[src/hw/rpd_regs.svh]
// Register offsets, field positions, reset values and counts of the preamble detector
// Assumes inclusion by the arrival and top modules and the bench
`ifndef RPD_REGS_SVH
`define RPD_REGS_SVH
`define RPD_ADR_CTRL      8'h00
`define RPD_ADR_THRESH    8'h04
`define RPD_ADR_NSTD_CFG  8'h08
`define RPD_ADR_PATTERN   8'h0C
`define RPD_ADR_JUMP      8'h10
`define RPD_ADR_STATUS    8'h14
`define RPD_CTRL_ENABLE   0
`define RPD_CTRL_NSTD     1
`define RPD_CTRL_ARRIVAL  2
`define RPD_CTRL_AFC      3
`define RPD_CTRL_RESTART  4
`define RPD_CTRL_COLL     5
`define RPD_THRESH_RST    7'h14
`define RPD_NSTD_LEN_RST  6'h08
`define RPD_PATTERN_RST   32'h000000AA
`define RPD_JUMP_RST      8'h10
`define RPD_ARR_BITS      5'h08
`define RPD_ARR_AFC_BITS  5'h10
`define RPD_ARR_MIN_TOG   5'h06
`endif

[src/hw/rpd_pkg.sv]
// Types shared by the preamble detector modules
// Assumes rpd_regs.svh is on the include path
package rpd_pkg;
  typedef struct packed {
    logic       enable;
    logic       nonstd;
    logic       arrival;
    logic       afc;
    logic       coll;
    logic [6:0] thresh;
    logic [5:0] nstd_len;
    logic [31:0] pattern;
    logic [7:0] jump;
  } rpd_cfg_type;
  typedef struct packed {
    logic       detected;
    logic       by_arrival;
    logic       by_std;
    logic       by_nstd;
    logic       afc_done;
    logic       jump_reconf;
  } rpd_stat_type;
  typedef enum logic [1:0] {ARR_IDLE, ARR_COUNT, ARR_DONE} rpd_arr_state_type;
endpackage

[src/hw/rpd_arrival.sv]
// Signal arrival detector built on a signal strength jump detector
// Assumes one-cycle bit strobes from bit clock recovery and a held config
`timescale 1ns/10ps
`include "rpd_regs.svh"
module rpd_arrival
  import rpd_pkg::*;
(
  // Clock and reset
  input  wire logic       clk_i,
  input  wire logic       rst_i,
  // Control
  input  wire logic       clear_i,
  input  wire logic       afc_i,
  input  wire logic [7:0] jump_i,
  // Receive stream
  input  wire logic [7:0] rssi_i,
  input  wire logic       bit_i,
  input  wire logic       bit_vld_i,
  // Result
  output logic            arrived_o,
  output logic            afc_shot_o
);
  rpd_arr_state_type state_r;
  logic [7:0] base_r;
  logic [4:0] bits_r;
  logic [4:0] tog_r;
  logic       prev_r;
  logic [8:0] diff;
  logic [4:0] need;

  assign diff = {1'b0, rssi_i} - {1'b0, base_r};
  assign need = afc_i ? `RPD_ARR_AFC_BITS : `RPD_ARR_BITS;

  // Jump detection, then one or two bytes of transitions
  always_ff @(posedge clk_i) begin
    afc_shot_o <= 1'b0;
    if (rst_i || clear_i) begin
      state_r   <= ARR_IDLE;
      base_r    <= 8'h00;
      bits_r    <= 5'h00;
      tog_r     <= 5'h00;
      prev_r    <= 1'b0;
      arrived_o <= 1'b0;
    end else begin
      case (state_r)
        ARR_IDLE: begin
          if (!diff[8] && diff[7:0] > jump_i) begin
            state_r <= ARR_COUNT;
            bits_r  <= 5'h00;
            tog_r   <= 5'h00;
          end else if (bit_vld_i) begin
            base_r <= rssi_i;
          end
        end
        ARR_COUNT: begin
          if (bit_vld_i) begin
            prev_r <= bit_i;
            bits_r <= bits_r + 5'h01;
            if (bits_r != 5'h00 && bit_i != prev_r) begin
              tog_r <= tog_r + 5'h01;
            end
            if (bits_r + 5'h01 == need) begin
              if (tog_r >= `RPD_ARR_MIN_TOG) begin
                state_r    <= ARR_DONE;
                arrived_o  <= 1'b1;
                afc_shot_o <= afc_i;
              end else begin
                state_r <= ARR_IDLE;
                base_r  <= rssi_i;
              end
            end
          end
        end
        default: begin
          arrived_o <= 1'b1;
        end
      endcase
    end
  end
endmodule // rpd_arrival

[src/hw/rpd_top.sv]
// Preamble qualification: signal arrival, standard and pattern detectors
// Assumes bit strobes from bit clock recovery and a classic Wishbone master
//
// Operation
// - Arrival detector recognises preamble within one byte
// - With correction, arrival plus one-shot in two bytes
// - Arrival detector uses signal strength jump detector
// - Standard preamble when alternating count reaches threshold
// - Qualify preamble before sync word and payload
// - Threshold for standard only; pattern for nonstandard
//
// Implementation choices: the Wishbone register port and the address map.
`timescale 1ns/10ps
`include "rpd_regs.svh"
module rpd_top
  import rpd_pkg::*;
#(
  parameter int PAT_W = 32
) (
  // Clock and reset
  input  wire logic        CLK_I,
  input  wire logic        SYS_RST_I,
  // Wishbone slave
  input  wire logic        CYC_I,
  input  wire logic        STB_I,
  input  wire logic        WE_I,
  input  wire logic [7:0]  ADR_I,
  input  wire logic [3:0]  SEL_I,
  input  wire logic [31:0] DAT_I,
  output logic [31:0]      DAT_O,
  output logic             ACK_O,
  // Receive stream
  input  wire logic        RX_ON_I,
  input  wire logic        RX_BIT_I,
  input  wire logic        RX_BIT_VLD_I,
  input  wire logic [7:0]  RSSI_I,
  // Detection results
  output logic             PREAMBLE_DET_O,
  output logic             SYNC_SEARCH_EN_O,
  output logic             ARRIVAL_O,
  output logic             AFC_SHOT_O
);
  rpd_cfg_type  cfg_r;
  rpd_stat_type stat_r;
  logic             restart_r;
  logic [6:0]       cnt_r;
  logic [6:0]       cnt_nxt;
  logic             prev_r;
  logic             have_prev_r;
  logic [PAT_W-1:0] hist_r;
  logic [PAT_W-1:0] mask;
  logic [5:0]       hist_cnt_r;
  logic             std_hit;
  logic             nstd_hit;
  logic             arr_hit;
  logic             afc_shot;
  logic             clear;
  logic             wr;
  logic [31:0]      rd_nxt;

  assign clear = restart_r || !RX_ON_I || !cfg_r.enable;
  assign wr    = CYC_I && STB_I && WE_I && !ACK_O;

  // Bus acknowledge, one cycle after the request
  always_ff @(posedge CLK_I) begin
    if (SYS_RST_I) begin
      ACK_O <= 1'b0;
    end else begin
      ACK_O <= CYC_I && STB_I && !ACK_O;
    end
  end

  // Configuration writes
  always_ff @(posedge CLK_I) begin
    restart_r <= 1'b0;
    if (SYS_RST_I) begin
      cfg_r.enable   <= 1'b0;
      cfg_r.nonstd   <= 1'b0;
      cfg_r.arrival  <= 1'b0;
      cfg_r.afc      <= 1'b0;
      cfg_r.coll     <= 1'b0;
      cfg_r.thresh   <= `RPD_THRESH_RST;
      cfg_r.nstd_len <= `RPD_NSTD_LEN_RST;
      cfg_r.pattern  <= `RPD_PATTERN_RST;
      cfg_r.jump     <= `RPD_JUMP_RST;
    end else if (wr && SEL_I[0]) begin
      if (ADR_I == `RPD_ADR_CTRL) begin
        cfg_r.enable  <= DAT_I[`RPD_CTRL_ENABLE];
        cfg_r.nonstd  <= DAT_I[`RPD_CTRL_NSTD];
        cfg_r.arrival <= DAT_I[`RPD_CTRL_ARRIVAL];
        cfg_r.afc     <= DAT_I[`RPD_CTRL_AFC];
        cfg_r.coll    <= DAT_I[`RPD_CTRL_COLL];
        restart_r     <= DAT_I[`RPD_CTRL_RESTART];
      end else if (ADR_I == `RPD_ADR_THRESH) begin
        cfg_r.thresh <= DAT_I[6:0];
      end else if (ADR_I == `RPD_ADR_NSTD_CFG) begin
        cfg_r.nstd_len <= DAT_I[5:0];
      end else if (ADR_I == `RPD_ADR_PATTERN) begin
        cfg_r.pattern <= DAT_I;
      end else if (ADR_I == `RPD_ADR_JUMP) begin
        cfg_r.jump <= DAT_I[7:0];
      end
    end
  end

  // Read multiplexer, unmapped reads as zero
  always_comb begin
    rd_nxt = 32'h00000000;
    if (ADR_I == `RPD_ADR_CTRL) begin
      rd_nxt[5:0] = {cfg_r.coll, 1'b0, cfg_r.afc, cfg_r.arrival, cfg_r.nonstd,
                     cfg_r.enable};
    end else if (ADR_I == `RPD_ADR_THRESH) begin
      rd_nxt[6:0] = cfg_r.thresh;
    end else if (ADR_I == `RPD_ADR_NSTD_CFG) begin
      rd_nxt[5:0] = cfg_r.nstd_len;
    end else if (ADR_I == `RPD_ADR_PATTERN) begin
      rd_nxt = cfg_r.pattern;
    end else if (ADR_I == `RPD_ADR_JUMP) begin
      rd_nxt[7:0] = cfg_r.jump;
    end else if (ADR_I == `RPD_ADR_STATUS) begin
      rd_nxt[5:0]  = stat_r;
      rd_nxt[14:8] = cnt_r;
    end
  end

  always_ff @(posedge CLK_I) begin
    if (SYS_RST_I) begin
      DAT_O <= 32'h00000000;
    end else if (CYC_I && STB_I && !ACK_O) begin
      DAT_O <= rd_nxt;
    end
  end

  // Consecutive alternating bit counter
  always_comb begin
    cnt_nxt = cnt_r;
    if (RX_BIT_VLD_I) begin
      if (have_prev_r && RX_BIT_I != prev_r) begin
        cnt_nxt = (cnt_r == 7'h7F) ? cnt_r : cnt_r + 7'h01;
      end else begin
        cnt_nxt = 7'h01;
      end
    end
  end

  always_ff @(posedge CLK_I) begin
    if (SYS_RST_I || clear) begin
      cnt_r       <= 7'h00;
      prev_r      <= 1'b0;
      have_prev_r <= 1'b0;
      hist_r      <= '0;
      hist_cnt_r  <= 6'h00;
    end else if (RX_BIT_VLD_I) begin
      cnt_r       <= cnt_nxt;
      prev_r      <= RX_BIT_I;
      have_prev_r <= 1'b1;
      hist_r      <= {hist_r[PAT_W-2:0], RX_BIT_I};
      hist_cnt_r  <= (hist_cnt_r == 6'h3F) ? hist_cnt_r : hist_cnt_r + 6'h01;
    end
  end

  // Pattern length mask for the nonstandard match
  for (genvar i = 0; i < PAT_W; i++) begin : g_mask
    assign mask[i] = (i < int'(cfg_r.nstd_len));
  end

  assign std_hit  = !cfg_r.nonstd && cnt_r >= cfg_r.thresh;
  assign nstd_hit = cfg_r.nonstd && cfg_r.nstd_len != 6'h00
                    && hist_cnt_r >= cfg_r.nstd_len
                    && ((hist_r ^ cfg_r.pattern[PAT_W-1:0]) & mask) == '0;

  rpd_arrival u_arrival (
    .clk_i      (CLK_I),
    .rst_i      (SYS_RST_I),
    .clear_i    (clear || !cfg_r.arrival),
    .afc_i      (cfg_r.afc),
    .jump_i     (cfg_r.jump),
    .rssi_i     (RSSI_I),
    .bit_i      (RX_BIT_I),
    .bit_vld_i  (RX_BIT_VLD_I),
    .arrived_o  (arr_hit),
    .afc_shot_o (afc_shot)
  );

  // Sticky detection status until restart, disable or receiver off
  always_ff @(posedge CLK_I) begin
    if (SYS_RST_I || clear) begin
      stat_r <= '0;
    end else begin
      if (!stat_r.detected && (std_hit || nstd_hit || arr_hit)) begin
        stat_r.detected   <= 1'b1;
        stat_r.by_std     <= std_hit;
        stat_r.by_nstd    <= nstd_hit;
        stat_r.by_arrival <= arr_hit;
        stat_r.jump_reconf <= arr_hit && cfg_r.coll;
      end
      if (afc_shot) begin
        stat_r.afc_done <= 1'b1;
      end
    end
  end

  // Registered outputs
  always_ff @(posedge CLK_I) begin
    if (SYS_RST_I) begin
      PREAMBLE_DET_O   <= 1'b0;
      SYNC_SEARCH_EN_O <= 1'b0;
      ARRIVAL_O        <= 1'b0;
      AFC_SHOT_O       <= 1'b0;
    end else begin
      PREAMBLE_DET_O   <= stat_r.detected && !clear;
      SYNC_SEARCH_EN_O <= stat_r.detected && !clear;
      ARRIVAL_O        <= arr_hit;
      AFC_SHOT_O       <= afc_shot;
    end
  end
endmodule // rpd_top

[config.mk]
export PLATFORM = sky130hd
export DESIGN_NAME = rpd_top
export DESIGN_NICKNAME = d
export VERILOG_FILES = /design/src/hw/rpd_pkg.sv /design/src/hw/rpd_arrival.sv /design/src/hw/rpd_top.sv
export VERILOG_INCLUDE_DIRS = /design/src /design/src/hw
export SDC_FILE = /design/constraint.sdc
export NUM_CORES = 1
export LEC_CHECK = 0
export ABC_AREA = 1
export BUFFER_PORTS_ARGS = -buffer_cell sky130_fd_sc_hd__buf_2
export CORE_AREA = 3 3 108 187
export DETAILED_ROUTE_END_ITERATION = 10
export DIE_AREA = 0 0 111 190
export PLACE_DENSITY = 0.6
export SKIP_LAST_GASP = 1
export SLEW_MARGIN = 20
export SYNTH_ARGS = -nofsm -noshare
export SYNTH_HDL_FRONTEND = slang
export SYNTH_SLANG_ARGS = --single-unit
[constraint.sdc]
create_clock -name CLK_I -period 3.2 [get_ports CLK_I]
set_input_delay 0.32 -clock CLK_I [delete_from_list [all_inputs] [get_ports CLK_I]]
set_output_delay 0.32 -clock CLK_I [all_outputs]
set_load 0.05 [all_outputs]
## Word level (Yosys, flattened, before mapping)

Index checks and enable logic that the tools add are counted.

| word-level totals | value |
|---|---|
| bits in registers | 171 |
| output and inout port bits | 37 |
| input bits | 60 |

| operators by class | value |
|---|---|
| order comparisons | 36 |
| eq/ne operators | 20 |
| bitwise logic cells | 13 |
| add/sub/neg operators | 5 |
| muxes and demuxes | 37 |
| reductions and logical operators | 51 |

Operators by type and width:

| cell | number |
|---|---|
| $lt A5 B6 Y1 const A | 16 |
| $mux W26 | 2 |
| $lt A4 B6 Y1 const A | 8 |
| $mux W8 | 5 |
| $mux W7 | 5 |
| $and A32 B32 Y32 | 1 |
| $logic_not A32 Y1 | 1 |
| $xor A32 B32 Y32 | 1 |
| $mux W25 | 1 |
| $mux W5 | 5 |
| $lt A3 B6 Y1 const A | 4 |
| $mux W6 | 4 |
| $pmux W5 S2 | 2 |
| $mux W17 | 1 |
| $eq A8 B4 Y1 const B | 2 |
| $eq A8 B5 Y1 const B | 2 |
| $pmux W8 S2 | 1 |
| $reduce_and A4 Y1 | 4 |
| $logic_and A1 B1 Y1 | 15 |
| $mux W15 | 1 |
| $lt A1 B6 Y1 const A | 2 |
| $lt A2 B6 Y1 const A | 2 |
| $reduce_and A6 Y1 | 2 |
| $not A1 Y1 | 11 |
| other kinds (32) | 64 |

## Depth between registers and ports, before layout

| depth | value |
|---|---|
| depth after elaboration | 7 |
| mapped depth | 19 |

## Cells and area by module

Synthesis repeated with hierarchy kept, for this count alone.

| unflattened totals | value |
|---|---|
| cells, all modules | 1185 |
| area total of the unflattened synthesis | 8504.4 um^2 |

Modules (own cells, without submodules):

| module | seq. area each (um^2) | cells an instance | times used | area an instance (um^2) |
|---|---|---|---|---|
| rpd_top | 2942.8 | 913 | 1 | 6692.7 |
| rpd_arrival | 460.4 | 272 | 1 | 1811.7 |

## Worst setup path before layout

Ideal clock, no wire load.

| timing | value |
|---|---|
| path kind | input to register |
| from | in RSSI_I[2] |
| to | reg u_arrival.bits_r[3] |
| data arrival time | 2742 ps |
| slack | 341 ps |
| data required time | 3083 ps |
| cell stages on the path | 18 |
| cell sequence | ha_1 a21oi_1 o21ai_0 a21oi_1 o21bai_1 a21o_1 a21oi_1 xnor2_1 ha_1 nand2_1 nor2_1 a211oi_1 o21ai_0 nand3_1 nand2_1 buf_4 o21ai_0 nor2_1 |

| on the way | value |
|---|---|
| word-level cells in the longest chain between the ends | 5 |

RTL lines:

| item | line | text |
|---|---|---|
| start, declared | rpd_top.sv:36 | `input wire logic [7:0] RSSI_I,` |
| $sub A8 B8 Y9 (*) | rpd_arrival.sv:31 | `assign diff = {1'b0, rssi_i} - {1'b0, base_r};` |
| $gt A8 B8 Y1 or $logic_not A1 Y1 (tied branches) | rpd_arrival.sv:47 | `if (!diff[8] && diff[7:0] > jump_i) begin` |
| $logic_and A1 B1 Y1 (*) | rpd_arrival.sv:47 |  |
| $ne A2 B1 Y1 (no source line) (*) | - |  |
| $reduce_and A3 Y1 (no source line) (*) | - |  |
| end signal, assigned | rpd_arrival.sv:58 | `bits_r <= bits_r + 5'h01;` |
| end, declared | rpd_arrival.sv:25 | `logic [4:0] bits_r;` |

Mark *: on every way between the ends. The rest lies on a longest branch, timed or not.
A chain may end at the register's enable or synchronous reset.

## Worst setup path in the final report

| timing | value |
|---|---|
| from | reg u_arrival.base_r[2] |
| to | reg u_arrival.tog_r[3] |

| on the way | value |
|---|---|
| word-level cells in the longest chain between the ends | 5 |

RTL lines:

| item | line | text |
|---|---|---|
| start, declared | rpd_arrival.sv:24 | `logic [7:0] base_r;` |
| start signal, assigned | rpd_arrival.sv:52 | `base_r <= rssi_i;` |
| start signal, assigned | rpd_arrival.sv:69 | `base_r <= rssi_i;` |
| $sub A8 B8 Y9 (*) | rpd_arrival.sv:31 |  |
| $gt A8 B8 Y1 or $logic_not A1 Y1 (tied branches) | rpd_arrival.sv:47 |  |
| $logic_and A1 B1 Y1 (*) | rpd_arrival.sv:47 |  |
| $ne A2 B1 Y1 (no source line) (*) | - |  |
| $reduce_and A4 Y1 (no source line) (*) | - |  |
| end signal, assigned | rpd_arrival.sv:60 | `tog_r <= tog_r + 5'h01;` |
| end, declared | rpd_arrival.sv:26 | `logic [4:0] tog_r;` |

Marks and branches as above.

==> flow_summary.toml <==
[global_route]
grt_use_met1 = 0.2378
groute.usage.overall = 0.2374
grt_first_pass_wirelength_mm = 39.30
gr-total-overflow = 0
globalRoute.busiestLayer = "met2"
grt_start_max_net_pins = 51
grt_use_met3 = 0.04169
global_routing_usage_on_met2 = 0.4469
via_count_of_the_first_global_routing_pass = 7556
antenna_violations_before_repair = 0

[drt]
first_iter_violations = 475
via_per_inst = 5.266
count_of_nets_left_with_antenna_violations_after_detail_routing = 0
drc = 0
route.final.wire_length_mm = 24.98
wl_per_instance_um = 16.98
via_count = 7747
first_pass_drt_iterations = 5

[final_layout]
multi_input_logic_area_mm2 = 0.004385
antenna_diodes = 0
post_route_cells_drive_above_1_share = 0.1533
final_cell_area_mm2 = 0.009667
postLayoutCoreUtil = 0.5157
regArea_mm2 = 0.003405
finalNetCount = 1316
fillCellCount = 1868
area_growth_syn_to_layout_pct = 15.57
finish.cell_count_without_fillers = 1471

[clock_tree]
root_buffer = "clkbuf_16"
clkLatencyLatePin_ps = 440
max-clock-path-buffers = 2
clkTransAtPathRegs_ps = 70
numClockSinks = 170
cts.htree.levels = 4
cts_tree = "yes"
cts-hold-fix-buffers = 0
cts-buffers-inserted = 17

[worst_setup_path]
critPathTopFamily = "compound AO/OA/AOI/OAI gates"
timing.critical_path.slowest_cell_delay_ps = 350
worst_reg2reg_endpoint = "u_arrival.tog_r[3]$_SDFFE_PP0P_"
crit_path_top_delay_cell = "ha_1"
crit_path_end_kind = "register"
cp_cell_sequence = "inv_1, ha_4, a21oi_1, o21ai_2, a21oi_2, o21bai_2, a21o_1, a21oi_2, xnor2_1, ha_1, nand4_1, nor3_1, nor3_1, nand3_1, nand2_4, buf_4, nand3_1, a21oi_1"
timing.rr.start = "u_arrival.base_r[2]$_SDFFE_PP0P_"
worst-r2r-cell-count = 18
critical_path_peak_fanout = 7
critPathKind = "register to register"
critical_path_buf_inv_count = 2
setup.reg_to_reg.worst_slack_ps = 220
startpoint_type = "register"
crit_required_ps = 3560
worst-endpoint-arrival_ps = 3350

[timing]
achievable-frequency_mhz = 335.2
post-route-period-util = 0.9322
report.final.slew_viol_count = 0
worstMarginPinSlew_ps = 733.7
timing_hold_violations_final = 0
totalNegativeSetupSlack_ps = 0
setup_violations = 0
timing.slew.headroom = 0.5091
timing.clock.skew_ps = 9.974
setup_ws_ps = 217.0
final.hold.worst_slack_ps = 105.6
tmin_final_ps = 2983

[pwr]
p_total_mw = 4.331
power.density_cell_area_mw_per_mm2 = 448.0
vdd_ir_drop_max_mv = 0.4342
power_leakage_nw = 4.044

[die]
dieArea_mm2 = 0.02109
die-height_um = 190
placementRows = 66
placeableCoreArea_mm2 = 0.01875
die_x_um = 111
number_of_top_level_pins = 97
starting_density_of_the_core = 0.4462

[place]
dp_hpwl_mm = 18.51
port_buffer_cells = 93
place_area_mm2 = 0.009050
dp_worst_setup_slack_ps = -117.3
routability_driven_placement_congestion_ratio = 0.8972
numPlacedInstances = 1436

[logic_synthesis]
synth.yosys.seq_area_share = 0.4069
synth_top_area_cell = "dfxtp_1"
ys_top_cells_by_area = "dfxtp_1 41%, nand2_1 10%, a21oi_1 8.5%"
postSynthNetCount = 1230
number_of_synthesized_flops_with_an_enable_pin = 0
synth.lib_cells_used.distinct = 45
synth-warning-count = 0
synthDominantCellAreaShare = 0.4069
post_synth_instance_area_mm2 = 0.008364
synth_flop_cell = "dfxtp_1"
syn_inst = 1134
ys_ff_latch = 170
postSynthAreaPerCell_um2 = 7.376
ys_async_sr_fraction = 0

[hold_path]
hold_path_cell_cnt = 3
timing.hold.worst.start = "DAT_I[26]"
worst_hold_path_type = "primary input to register"
min_delay_worst_endpoint = "cfg_r[34]$_SDFFE_PP0P_"

[run_status]
outcome = "finished, final reports clean"

[flow_run]
max_cap_viol_count = 0
## layout by cell type (no fill, tap or decap), drive strengths merged, types with 3 or more instances in the layout
master	count
xnor2	9
nand4	10
nand3	74
nor2	120
nand2	230
dfxtp	170
nand3b	3
o22ai	9
buf	111
nor3	11
xor2	35
o21ai	85
a21oi	143
clkbuf	20
o2111ai	3
inv	115
o211ai	11
ha	35
clkinv	8
a211oi	13
## how the worst max path moves through the flow
stage,startpoint,end,slack [ps],cells past startpoint
finish,u_arrival.base_r[2]$_SDFFE_PP0P_,u_arrival.tog_r[3]$_SDFFE_PP0P_,220,18
CTS,u_arrival.base_r[2]$_SDFFE_PP0P_,u_arrival.tog_r[0]$_SDFFE_PP0P_,60,18
global route,u_arrival.base_r[1]$_SDFFE_PP0P_,u_arrival.tog_r[3]$_SDFFE_PP0P_,-6,18
floorplan,RSSI_I[2],u_arrival.bits_r[3]$_SDFFE_PP0P_,340,18
detailed placement,RSSI_I[2],u_arrival.tog_r[0]$_SDFFE_PP0P_,-120,18
global placement,RSSI_I[2],u_arrival.tog_r[0]$_SDFFE_PP0P_,-70,18
## tightest hold or removal path: stages
cell and delay, ps:
buf_2 80, nor2_1 30, nor2_1 80
## area by class of cell
cell class | count | area share
Clock buffer | 20 | 0.04724
Clock inverter | 12 | 0.009190
Inverter | 112 | 0.04349
Multi-Input combinational cell | 808 | 0.4537
Sequential cell | 170 | 0.3522
Tap cell | 238 | 0.03081
Timing Repair Buffer | 111 | 0.06342
## cells by family after synthesis
kind of cell               share of synthesized area
adders and majority gates                    0.05475
buffers and inverters                        0.07450
and+or+nand+nor                               0.2393
AOI/OAI and AO/OA                             0.1785
xor gates and xnor gates                     0.04607
DFF                                           0.4069
## cell usage after synthesis (all sizes together), types with 2 or more instances
master	number
clkbuf	26
nor3	11
nor3b	2
o21a	2
buf	18
inv	110
xnor2	9
o21ai	85
o22ai	9
ha	35
o21bai	2
and3	2
o2111ai	3
a21oi	143
xor2	35
nand4	10
clkinv	2
dfxtp	170
a21o	2
nand3	74
nand2	230
nor2	120
a211oi	13
o211ai	11
nand3b	3
## sequential cells by signal, indices dropped and copies added, names as in the netlist, 2 cells and up
register and cells:
DAT_O 32, cfg_r 58, u_arrival.base_r 8, u_arrival.state_r 2, stat_r 6, cnt_r 7
hist_r 32, u_arrival.tog_r 5, u_arrival.bits_r 5, hist_cnt_r 6
## what timing repair did
| item | CTS | global route |
|---|---|---|
| endpoints found under the setup margin | 6 | 19 |
| resized for setup | 2 | 21 |
| pin swaps | 1 | 8 |
| setup buffers | 0 | 3 |
## per-layer routing
metal	vias to the layer above	wire length [um]
met5	-	0
met4	0	1464
met3	65	866
met2	179	13360
met1	3561	9285
li1	3942	-
## power by group
part           leakage, nW  internal (mW)  switching, mW  total, mW
registers             1.37           2.12        0.00113       2.12
logic                 2.40         0.0949          0.169      0.264
clock network        0.272           1.04          0.907       1.95
total                 4.04           3.25           1.08       4.33
(Power assumes the default switching activity.)
